===== src/core/btf_map.svh =====
`ifndef BTF_MAP_SVH
`define BTF_MAP_SVH

// Register byte offsets
`define BTF_OFF_DEV_KEY     12'h000
`define BTF_OFF_SEL         12'h004
`define BTF_OFF_GRP_MASK    12'h008
`define BTF_OFF_GRP_KEY     12'h00c
`define BTF_OFF_BEGIN_SRC   12'h010
`define BTF_OFF_STATUS      12'h014

// Field positions
`define BTF_SEL_LSB         0
`define BTF_BEGIN_EN_BIT    8
`define BTF_STATUS_PEND_BIT 0

// Reset values
`define BTF_RST_KEY         32'h0000_0000
`define BTF_RST_MASK        32'h0000_0000
`define BTF_RST_SEL         2'h0
`define BTF_RST_BEGIN       9'h000

`endif


===== src/core/btf_pkg.sv =====
package btf_pkg;
  localparam int unsigned NUM_LINES = 4;
  localparam int unsigned IDX_W     = 2;
  typedef logic [31:0] btf_word_t;
  typedef logic [IDX_W-1:0] btf_idx_t;
  // Message evaluation pipeline state
  typedef enum logic [1:0] {
    BTF_IDLE = 2'b01,
    BTF_EVAL = 2'b10
  } btf_state_t;
endpackage


===== src/core/btf_top.sv =====
// Operation
// - Each trigger line is offered inside the device as a source just like a digital input.
// - A selected trigger line can drive the image capture begin trigger.
// - Every broadcast message arriving from the transport is accepted and evaluated.
// - One device-wide authorization key is write-only and reads back as zero.
// - No line fires unless the message device key equals the stored key.
// - A read/write index selects which line the group key and mask accesses address.
// - Each line has its own read/write group match mask used for checking.
// - Each line has its own read/write group match key used for checking.
// - The message mask ANDed with the line mask must be non-zero.
// - The message group key must equal the line group key.
// - A message meeting all three conditions raises that line.
//
// Decided for this implementation: the APB slave port and the register addresses.
`timescale 1ns/1ps
`default_nettype none
`include "btf_map.svh"
module btf_top (
  input  wire logic        pclk,
  input  wire logic        presetn,
  input  wire logic        psel,
  input  wire logic        penable,
  input  wire logic        pwrite,
  input  wire logic [11:0] paddr,
  input  wire logic [31:0] pwdata,
  output logic      [31:0] prdata,
  output logic             pready,
  output logic             pslverr,
  input  wire logic        msg_valid,
  input  wire logic [31:0] msg_device_key,
  input  wire logic [31:0] msg_group_key,
  input  wire logic [31:0] msg_group_mask,
  output logic      [3:0]  trigger_line,
  output logic             image_capture_begin_trigger
);
  localparam int unsigned N = btf_pkg::NUM_LINES;

  btf_pkg::btf_word_t device_authorization_key_q;
  btf_pkg::btf_idx_t  trigger_line_index_select_q;
  btf_pkg::btf_word_t group_match_key_q  [N];
  btf_pkg::btf_word_t group_match_mask_q [N];
  logic [8:0]         begin_src_q;
  logic [3:0]         trigger_line_q;
  logic               begin_q;
  logic [31:0]        prdata_q;
  logic               pready_q;
  logic               pslverr_q;
  logic [3:0]         seen_q;
  btf_pkg::btf_state_t state_q;
  logic               msg_valid_q;
  btf_pkg::btf_word_t mdev_q;
  btf_pkg::btf_word_t mgkey_q;
  btf_pkg::btf_word_t mgmask_q;
  logic [N-1:0]       hit;
  logic               wr_acc;
  logic               rd_acc;

  // Address decode shared by read and write paths
  function automatic logic known_addr(input logic [11:0] a);
    known_addr = (a == `BTF_OFF_DEV_KEY) || (a == `BTF_OFF_SEL) || (a == `BTF_OFF_GRP_MASK)
              || (a == `BTF_OFF_GRP_KEY) || (a == `BTF_OFF_BEGIN_SRC) || (a == `BTF_OFF_STATUS);
  endfunction

  // Access phase; slave answers in the second access cycle (one wait state)
  assign wr_acc = psel && penable && pwrite && !pready_q;
  assign rd_acc = psel && penable && !pwrite && !pready_q;

  // One-cycle ready pulse, error on unmapped address
  always_ff @(posedge pclk or negedge presetn) begin
    if (!presetn) begin
      pready_q  <= 1'b0;
      pslverr_q <= 1'b0;
    end else begin
      pready_q  <= psel && penable && !pready_q;
      pslverr_q <= psel && penable && !pready_q && !known_addr(paddr);
    end
  end

  // Device key and selector writes
  always_ff @(posedge pclk or negedge presetn) begin
    if (!presetn) begin
      device_authorization_key_q  <= `BTF_RST_KEY;
      trigger_line_index_select_q <= `BTF_RST_SEL;
      begin_src_q                 <= `BTF_RST_BEGIN;
    end else if (wr_acc) begin
      if (paddr == `BTF_OFF_DEV_KEY)
        device_authorization_key_q <= pwdata;
      if (paddr == `BTF_OFF_SEL)
        trigger_line_index_select_q <= pwdata[`BTF_SEL_LSB +: btf_pkg::IDX_W];
      if (paddr == `BTF_OFF_BEGIN_SRC)
        begin_src_q <= pwdata[8:0];
    end
  end

  // Per-line group settings, addressed through the selector
  generate
    for (genvar g = 0; g < N; g++) begin : g_line
      always_ff @(posedge pclk or negedge presetn) begin
        if (!presetn) begin
          group_match_key_q[g]  <= `BTF_RST_KEY;
          group_match_mask_q[g] <= `BTF_RST_MASK;
        end else if (wr_acc && (trigger_line_index_select_q == btf_pkg::btf_idx_t'(g))) begin
          if (paddr == `BTF_OFF_GRP_MASK)
            group_match_mask_q[g] <= pwdata;
          if (paddr == `BTF_OFF_GRP_KEY)
            group_match_key_q[g] <= pwdata;
        end
      end

      btf_line_match u_match (
        .msg_group_key    (mgkey_q),
        .msg_group_mask   (mgmask_q),
        .group_match_key  (group_match_key_q[g]),
        .group_match_mask (group_match_mask_q[g]),
        .hit              (hit[g])
      );
    end
  endgenerate

  // Read mux; the device key reads as zero
  always_ff @(posedge pclk or negedge presetn) begin
    if (!presetn) begin
      prdata_q <= 32'h0000_0000;
    end else if (rd_acc) begin
      case (paddr)
        `BTF_OFF_SEL:       prdata_q <= {30'h0, trigger_line_index_select_q};
        `BTF_OFF_GRP_MASK:  prdata_q <= group_match_mask_q[trigger_line_index_select_q];
        `BTF_OFF_GRP_KEY:   prdata_q <= group_match_key_q[trigger_line_index_select_q];
        `BTF_OFF_BEGIN_SRC: prdata_q <= {23'h0, begin_src_q};
        `BTF_OFF_STATUS:    prdata_q <= {28'h0, seen_q};
        default:            prdata_q <= 32'h0000_0000;
      endcase
    end else begin
      prdata_q <= 32'h0000_0000;
    end
  end

  // Capture every message; registering cuts the compare path
  always_ff @(posedge pclk or negedge presetn) begin
    if (!presetn) begin
      msg_valid_q <= 1'b0;
      mdev_q      <= 32'h0000_0000;
      mgkey_q     <= 32'h0000_0000;
      mgmask_q    <= 32'h0000_0000;
    end else begin
      msg_valid_q <= msg_valid;
      if (msg_valid) begin
        mdev_q   <= msg_device_key;
        mgkey_q  <= msg_group_key;
        mgmask_q <= msg_group_mask;
      end
    end
  end

  // Evaluation state, for visibility
  always_ff @(posedge pclk or negedge presetn) begin
    if (!presetn) begin
      state_q <= btf_pkg::BTF_IDLE;
    end else begin
      case (state_q)
        btf_pkg::BTF_IDLE: if (msg_valid) state_q <= btf_pkg::BTF_EVAL;
        btf_pkg::BTF_EVAL: if (!msg_valid) state_q <= btf_pkg::BTF_IDLE;
        default:           state_q <= btf_pkg::BTF_IDLE;
      endcase
    end
  end

  // Trigger pulses: device key gates every line's own match
  always_ff @(posedge pclk or negedge presetn) begin
    if (!presetn) begin
      trigger_line_q <= 4'h0;
    end else if (msg_valid_q && (mdev_q == device_authorization_key_q)) begin
      trigger_line_q <= hit;
    end else begin
      trigger_line_q <= 4'h0;
    end
  end

  // Capture begin follows the chosen line when enabled
  always_ff @(posedge pclk or negedge presetn) begin
    if (!presetn) begin
      begin_q <= 1'b0;
    end else begin
      begin_q <= begin_src_q[`BTF_BEGIN_EN_BIT] && msg_valid_q && (mdev_q == device_authorization_key_q)
                 && hit[begin_src_q[1:0]];
    end
  end

  // Sticky record of lines fired; a fire wins over a clear
  always_ff @(posedge pclk or negedge presetn) begin
    if (!presetn) begin
      seen_q <= 4'h0;
    end else begin
      seen_q <= ((wr_acc && paddr == `BTF_OFF_STATUS) ? (seen_q & ~pwdata[3:0]) : seen_q) | trigger_line_q;
    end
  end

  assign trigger_line                = trigger_line_q;
  assign image_capture_begin_trigger = begin_q;
  assign prdata                      = prdata_q;
  assign pready                      = pready_q;
  assign pslverr                     = pslverr_q;
endmodule
`default_nettype wire


===== src/core/btf_line_match.sv =====
`timescale 1ns/1ps
`default_nettype none
// Per-line comparison of one message against stored group settings
module btf_line_match (
  input  wire logic [31:0] msg_group_key,
  input  wire logic [31:0] msg_group_mask,
  input  wire logic [31:0] group_match_key,
  input  wire logic [31:0] group_match_mask,
  output logic             hit
);
  // Mask overlap and key equality both required
  assign hit = (|(msg_group_mask & group_match_mask)) && (msg_group_key == group_match_key);
endmodule
`default_nettype wire


===== config.mk =====
export PLATFORM = sky130hd
export DESIGN_NAME = btf_top
export DESIGN_NICKNAME = d
export VERILOG_FILES = /design/src/core/btf_pkg.sv /design/src/core/btf_top.sv /design/src/core/btf_line_match.sv
export VERILOG_INCLUDE_DIRS = /design/src /design/src/core
export SDC_FILE = /design/constraint.sdc
export NUM_CORES = 1
export LEC_CHECK = 0
export BUFFER_PORTS_ARGS = -buffer_cell sky130_fd_sc_hd__buf_2
export CORE_MARGIN = 5
export CORE_UTILIZATION = 45
export DETAILED_ROUTE_END_ITERATION = 6
export SYNTH_ARGS = -nofsm -noshare
export SYNTH_HDL_FRONTEND = slang
export SYNTH_SLANG_ARGS = --single-unit
export TNS_END_PERCENT = 100

===== constraint.sdc =====
create_clock -name pclk -period 4.4 [get_ports pclk]
set_input_delay 0.88 -clock pclk [delete_from_list [all_inputs] [get_ports pclk]]
set_output_delay 0.88 -clock pclk [all_outputs]
set_load 0.005 [all_outputs]

# Word level (Yosys, flattened, before mapping)
# Index checks and enable logic that the tools add are counted.
# classes
n_lt_le_gt_ge	2
n_eq_ne	13
n_mux	12
n_bitwise	8
reduce_logical	45
# ops
cell	count
== test 32 bit	5
2-to-1 mux 32 bit	5
case mux 32 bit (5 select lines)	1
AND 32 bit	4
binary-select mux 32 bit (select 2 bit)	2
OR reduction 32 bit	4
== test 12 x 4 -> 1 bit (second input constant)	2
== test 12 x 5 -> 1 bit (second input constant)	2
AND reduction 2 bit	11
logical AND 1 bit	20
== test 12 x 3 -> 1 bit (second input constant)	1
logical NOT 12 bit	1
2-to-1 mux 4 bit	2
logical OR 1 bit	5
AND 4 bit	1
== test 2 bit (second input constant)	2
inverter 4 bit	1
OR 4 bit	1
>= comparator 3 bit (second input constant)	1
logical NOT 1 bit	3
less-than comparator 2 x 3 -> 1 bit (second input constant)	1
inverter 2 -> 3 bit	1
binary-select mux 1 bit (select 2 bit)	1
== test 2 x 1 -> 1 bit (second input constant)	1
2 further kinds	2
# word_totals
regBits	439
input_bits	146
output_inout_bits	39
word_cells	101

# Longest topological paths before layout
# depth
ltp_word	8
depth_mapped	8
mapped_depth_nobuf	6

# By module
# From an unflattened synthesis, not the netlist that was laid out.
# hier_totals
hier_cells	1410
hier_area_um2	20758.7
# modules_own_cells
module	n_inst	cells_per_inst	area_per_inst_um2	seq_area_each_um2
btf_top	1	1154	18661.6	10985.5
btf_line_match	4	64	524.3	0.0

# Worst setup path before layout
# Ideal clock, no wire load.
# synth_timing
kind	input-to-reg
from	input paddr[5]
to	register group_match_key_q[100] (netlist bit)
setup_ns	0.125
arrival_time_ns	2.573
required_time_ns	4.275
setup_slack_ns	1.702
stages	8
n_path_buf	3
cell_sequence	nor3_1 and4b_1 buf_4 nand2_1 or4_1 buf_2 buf_6 mux2_4
# synth_between
elab_chain_cells	2
# synth_lines
element	line_no	rtl
from (decl)	btf_top.sv:24	input wire logic [11:0] paddr,
== test 12 x 4 -> 1 bit	--	
AND reduction 2 bit (no line)	--	
to (signal, indexed assignment)	btf_top.sv:100	group_match_key_q[g] <= `BTF_RST_KEY;
to (signal, indexed assignment)	btf_top.sv:106	group_match_key_q[g] <= pwdata;
to (decl)	btf_top.sv:40	btf_pkg::btf_word_t group_match_key_q [N];
# Every way passes these cells.
# A chain may end at the register's enable or synchronous reset.

# Final worst setup path
# layout_timing
from	register device_authorization_key_q[10]
to	register trigger_line_q[3], in the netlist trigger_line[3]
# layout_between
elab_chain_cells	3
# layout_lines
element	line_no	rtl
from (decl)	btf_top.sv:38	btf_pkg::btf_word_t device_authorization_key_q;
from (signal assigned)	btf_top.sv:82	device_authorization_key_q <= `BTF_RST_KEY;
from (signal assigned)	btf_top.sv:87	device_authorization_key_q <= pwdata;
== test 32 bit	btf_top.sv:172	end else if (msg_valid_q && (mdev_q == device_authorization_key_q)) begin
logical AND 1 bit	btf_top.sv:172	
2-to-1 mux 4 bit	btf_top.sv:172	
to (signal assigned)	btf_top.sv:173	trigger_line_q <= hit;
to (decl)	btf_top.sv:43	logic [3:0] trigger_line_q;
# Every way passes these cells.

==> summary.txt <==
Outcome
  • Status: completed

Yosys
  • Post-synth EDFFs: 0
  • Area leader, netlist: dfrtp_1
  • Cells after Synth: ~1400
  • Ys async rst share: 1.00
  • Sequential fraction of the synthesis area: 0.530
  • Dominant synthesized flop cell: dfrtp_1
  • Post-Syn Nets: 1595
  • Top post-synthesis cells by area: dfrtp_1 53%, mux2_2 20%, mux4_2 7.0%
  • Distinct cell type count after synthesis: 41
  • Synth top area share: 0.530
  • Mapped Avg Cell Area: 14.3 um^2
  • Synth Warn #: 0
  • Synthesized cell area: 20700 um^2
  • Synth Register Bits: 439

Clocking
  • Post-CTS setup buffers: 0
  • H-tree Lvls: 2
  • Clock Latency Late Sink: 0.58 ns
  • Num CTS Buffers: 48
  • Clock transition at path regs: 0.06 ns
  • CTS Root Buffer Type: clkbuf_16
  • Clock Path Buffers: 3
  • Post-CTS Resized: 0
  • TritonCTS clock tree: yes
  • Cts hold-fix bufs: 0
  • CTS sink cnt: between 400 and 500

STA
  • Worst slew pin tran: 1.04 ns
  • Ratio of final minimum period to clock period: 0.645
  • Endpoints failing setup: 0
  • Hold WS: ~0.40 ns
  • Setup TNS: 0 ns
  • Final Hold Viols: 0
  • Slew margin rel.: 0.303
  • Tmin final: 2.84 ns
  • RSZ-0062 raised after global routing: false
  • Peak Freq: 0.352 GHz
  • Clock Skew: 0.00958 ns
  • Fin. max-slew vios: 0

Global route
  • Largest net degree at the start of global routing: 108
  • Grt ovf: 0
  • Number of global-route vias before repair: around 14000
  • Global router's overall resource usage: 0.243
  • Initial antenna violation count: 2
  • Global-route wire length before repair: 91.7 mm

Critical path
  • CP max FO: 4
  • CP endpoint kind: flop
  • Arr. time, crit path: between 3 and 4 ns
  • WP data required: 4.92 ns
  • Critical Path Start Type: flop
  • Class of the most critical setup path: reg2reg

Place
  • Post-Place Cell Area: ~22000 um^2
  • Port Buffers: 184
  • GPL Wtd Cong: slightly below 0.9
  • HPWL Detailed: 43.9 mm

Power and ir drop
  • Int Pwr: 6.86 mW
  • Logic pwr share: 0.060
  • PwrDens: 377 nW/um^2
  • Total power: 8.99 mW
  • Register share of total power: 0.477
  • Total net switching power: 2.13 mW
  • Sw Share: 0.237
  • Clk pwr share: 0.462
  • Worst vdd rail ir drop: approximately 0.00027 V
  • Pleak: 11.3 nW

Detailed routing
  • ANT nets after route: 0
  • Routed WL: 61.6 mm
  • Vias per inst: 5.83
  • First-pass detailed-route iteration total: 5
  • DR vias: 13100
  • Starting DRT DRC Count: between 1000 and 1500
  • Residual DRC: 0
  • Post-DR wirelength/cell: 27.5 um

Cells and area
  • Post-route cell area: 23900 um^2
  • Register Area: 11000 um^2
  • Area of the multi-input gates: 9300 um^2
  • Post-layout util: 0.525
  • # fillers: 4005
  • Fin nets: 1748
  • Layout cells sized above 1: 0.456
  • Area grow syn2layout: 15.2%

Floorplanning
  • IO Pins: ~190
  • Die H: 225 um
  • Row cnt: just under 80
  • Core Footprint: between 40000 and 50000 um^2
  • Die Width: 225 um
  • Initial Util: 0.456
  • Die area: 50500 um^2

Hold path
  • Hold/Removal Path Class: in2async

Run
  • Max-cap violations: 0
==> area by class of cell <==
class / count / area share
Sequential cell: 439 / 0.460
Multi-Input combinational cell: 903 / 0.389
Clock buffer: 74 / 0.0607
Timing Repair Buffer: 209 / 0.0506
Tap cell: 600 / 0.0314
Clock inverter: 13 / 0.00739
Inverter: 1 / 0.000157
Antenna cell: 1 / 0.000105
==> power groups by stage <==
stage | combinational (mW) | clock, mW | sequential [mW]
global placement | 0.545 | 0 | 4.36
finish | 0.542 | 4.16 | 4.29
floorplan | 0.312 | 0 | 4.25
detailed placement | 0.549 | 0 | 4.36
CTS | 0.552 | 4.24 | 4.29
global route | 0.590 | 4.41 | 4.30
==> cell usage after synthesis, types with 3 or more instances <==
library cell,count
dfrtp_1,439
mux2_2,361
xnor2_1,92
xor2_1,68
a22oi_1,64
clkbuf_1,64
mux4_2,64
nor2_1,45
nand4_1,43
mux2_4,30
mux2i_1,28
nor4_1,22
buf_2,20
nand2_1,19
buf_1,15
nor3_1,10
a21oi_1,8
mux2_1,8
nand3_1,6
a21o_1,4
a222oi_1,4
and3_1,4
buf_4,4
buf_6,3
nand3b_1,3
or4_1,3
==> per-stage QoR <==
step	std cells	setup WS (ns)
2_1_floorplan	1449	1.70
3_3_place_gp	2152	1.10
3_5_place_dp	2152	1.08
4_1_cts	2239	1.57
5_1_grt	2239	1.44
6_report	2240	1.56
==> placed cells by master, fill, tap and decap left out, types with 6 or more instances in the layout <==
master     Yosys  routed
nor4_1        22      22
a22oi_1       64      64
xor2_1        68      68
a21oi_1        8       8
mux2_1         8       8
mux2_4        30      30
mux4_2        64      64
dfrtp_1      439     437
clkbuf_16      0      49
nand3_1        6       6
buf_4          4      19
nand4_1       43      43
clkbuf_8       0      13
nand2_1       19      19
nor3_1        10       9
buf_12         0       7
clkinv_2       0       6
nor2_1        45      45
xnor2_1       92      92
mux2i_1       28      28
buf_2         20     182
mux2_2       361     361
clkbuf_1      64      12
==> state kept, by name, indices dropped and copies added, names as in the netlist <==
name and count:
mgmask_q 32, msg_valid_q 1, trigger_line_index_select_q 2, pready 1, seen_q 4, pslverr 1, mgkey_q 32, group_match_mask_q 128
mdev_q 32, prdata 32, begin_src_q 9, trigger_line 4, device_authorization_key_q 32, group_match_key_q 128, image_capture_begin_trigger 1
==> cell families after synthesis <==
kind of cell | Yosys count | share of synthesized area
simple gates | 165 | 0.0430
buf+inv | 107 | 0.0224
xor+xnor | 160 | 0.0676
compound gates | 87 | 0.0319
mux | 491 | 0.305
flops | 439 | 0.530
==> layer usage <==
layer	part of all wire	vias to the layer above	wire length, um	global-route usage
met1	0.43	6859	26700	0.345
met2	0.47	440	29000	0.385
li1	-	5655	-	-
met5	0	-	0	0
met3	0.063	109	3890	0.0435
met4	0.034	0	2070	0.0776
==> critical path, stage by stage, from the launching register on <==
cell and delay [ns]:
dfrtp_1 0.39, xnor2_1 0.31, nand4_1 0.13, nor4_1 0.34
buf_4 0.22, nand3_1 0.22, a2111oi_0 0.93, buf_4 0.23
==> worst paths after layout <==
check / from / to / slack [ns] / cells past startpoint
max: device_authorization_key_q[10]$_DFFE_PN0P_ / trigger_line[3]$_DFF_PN0_ / 1.56 / 7
max in group asynchronous: presetn / trigger_line_index_select_q[0]$_DFFE_PN0P_ / 3.00 / 2
min: presetn / group_match_key_q[111]$_DFFE_PN0P_ / 0.40 / 1
min in group pclk: seen_q[2]$_DFF_PN0_ / seen_q[2]$_DFF_PN0_ / 0.48 / 1
min reg2reg: seen_q[2]$_DFF_PN0_ / seen_q[2]$_DFF_PN0_ / 0.48 / 1
max reg2reg: device_authorization_key_q[10]$_DFFE_PN0P_ / trigger_line[3]$_DFF_PN0_ / 1.56 / 7
(Power assumes the default switching activity.)
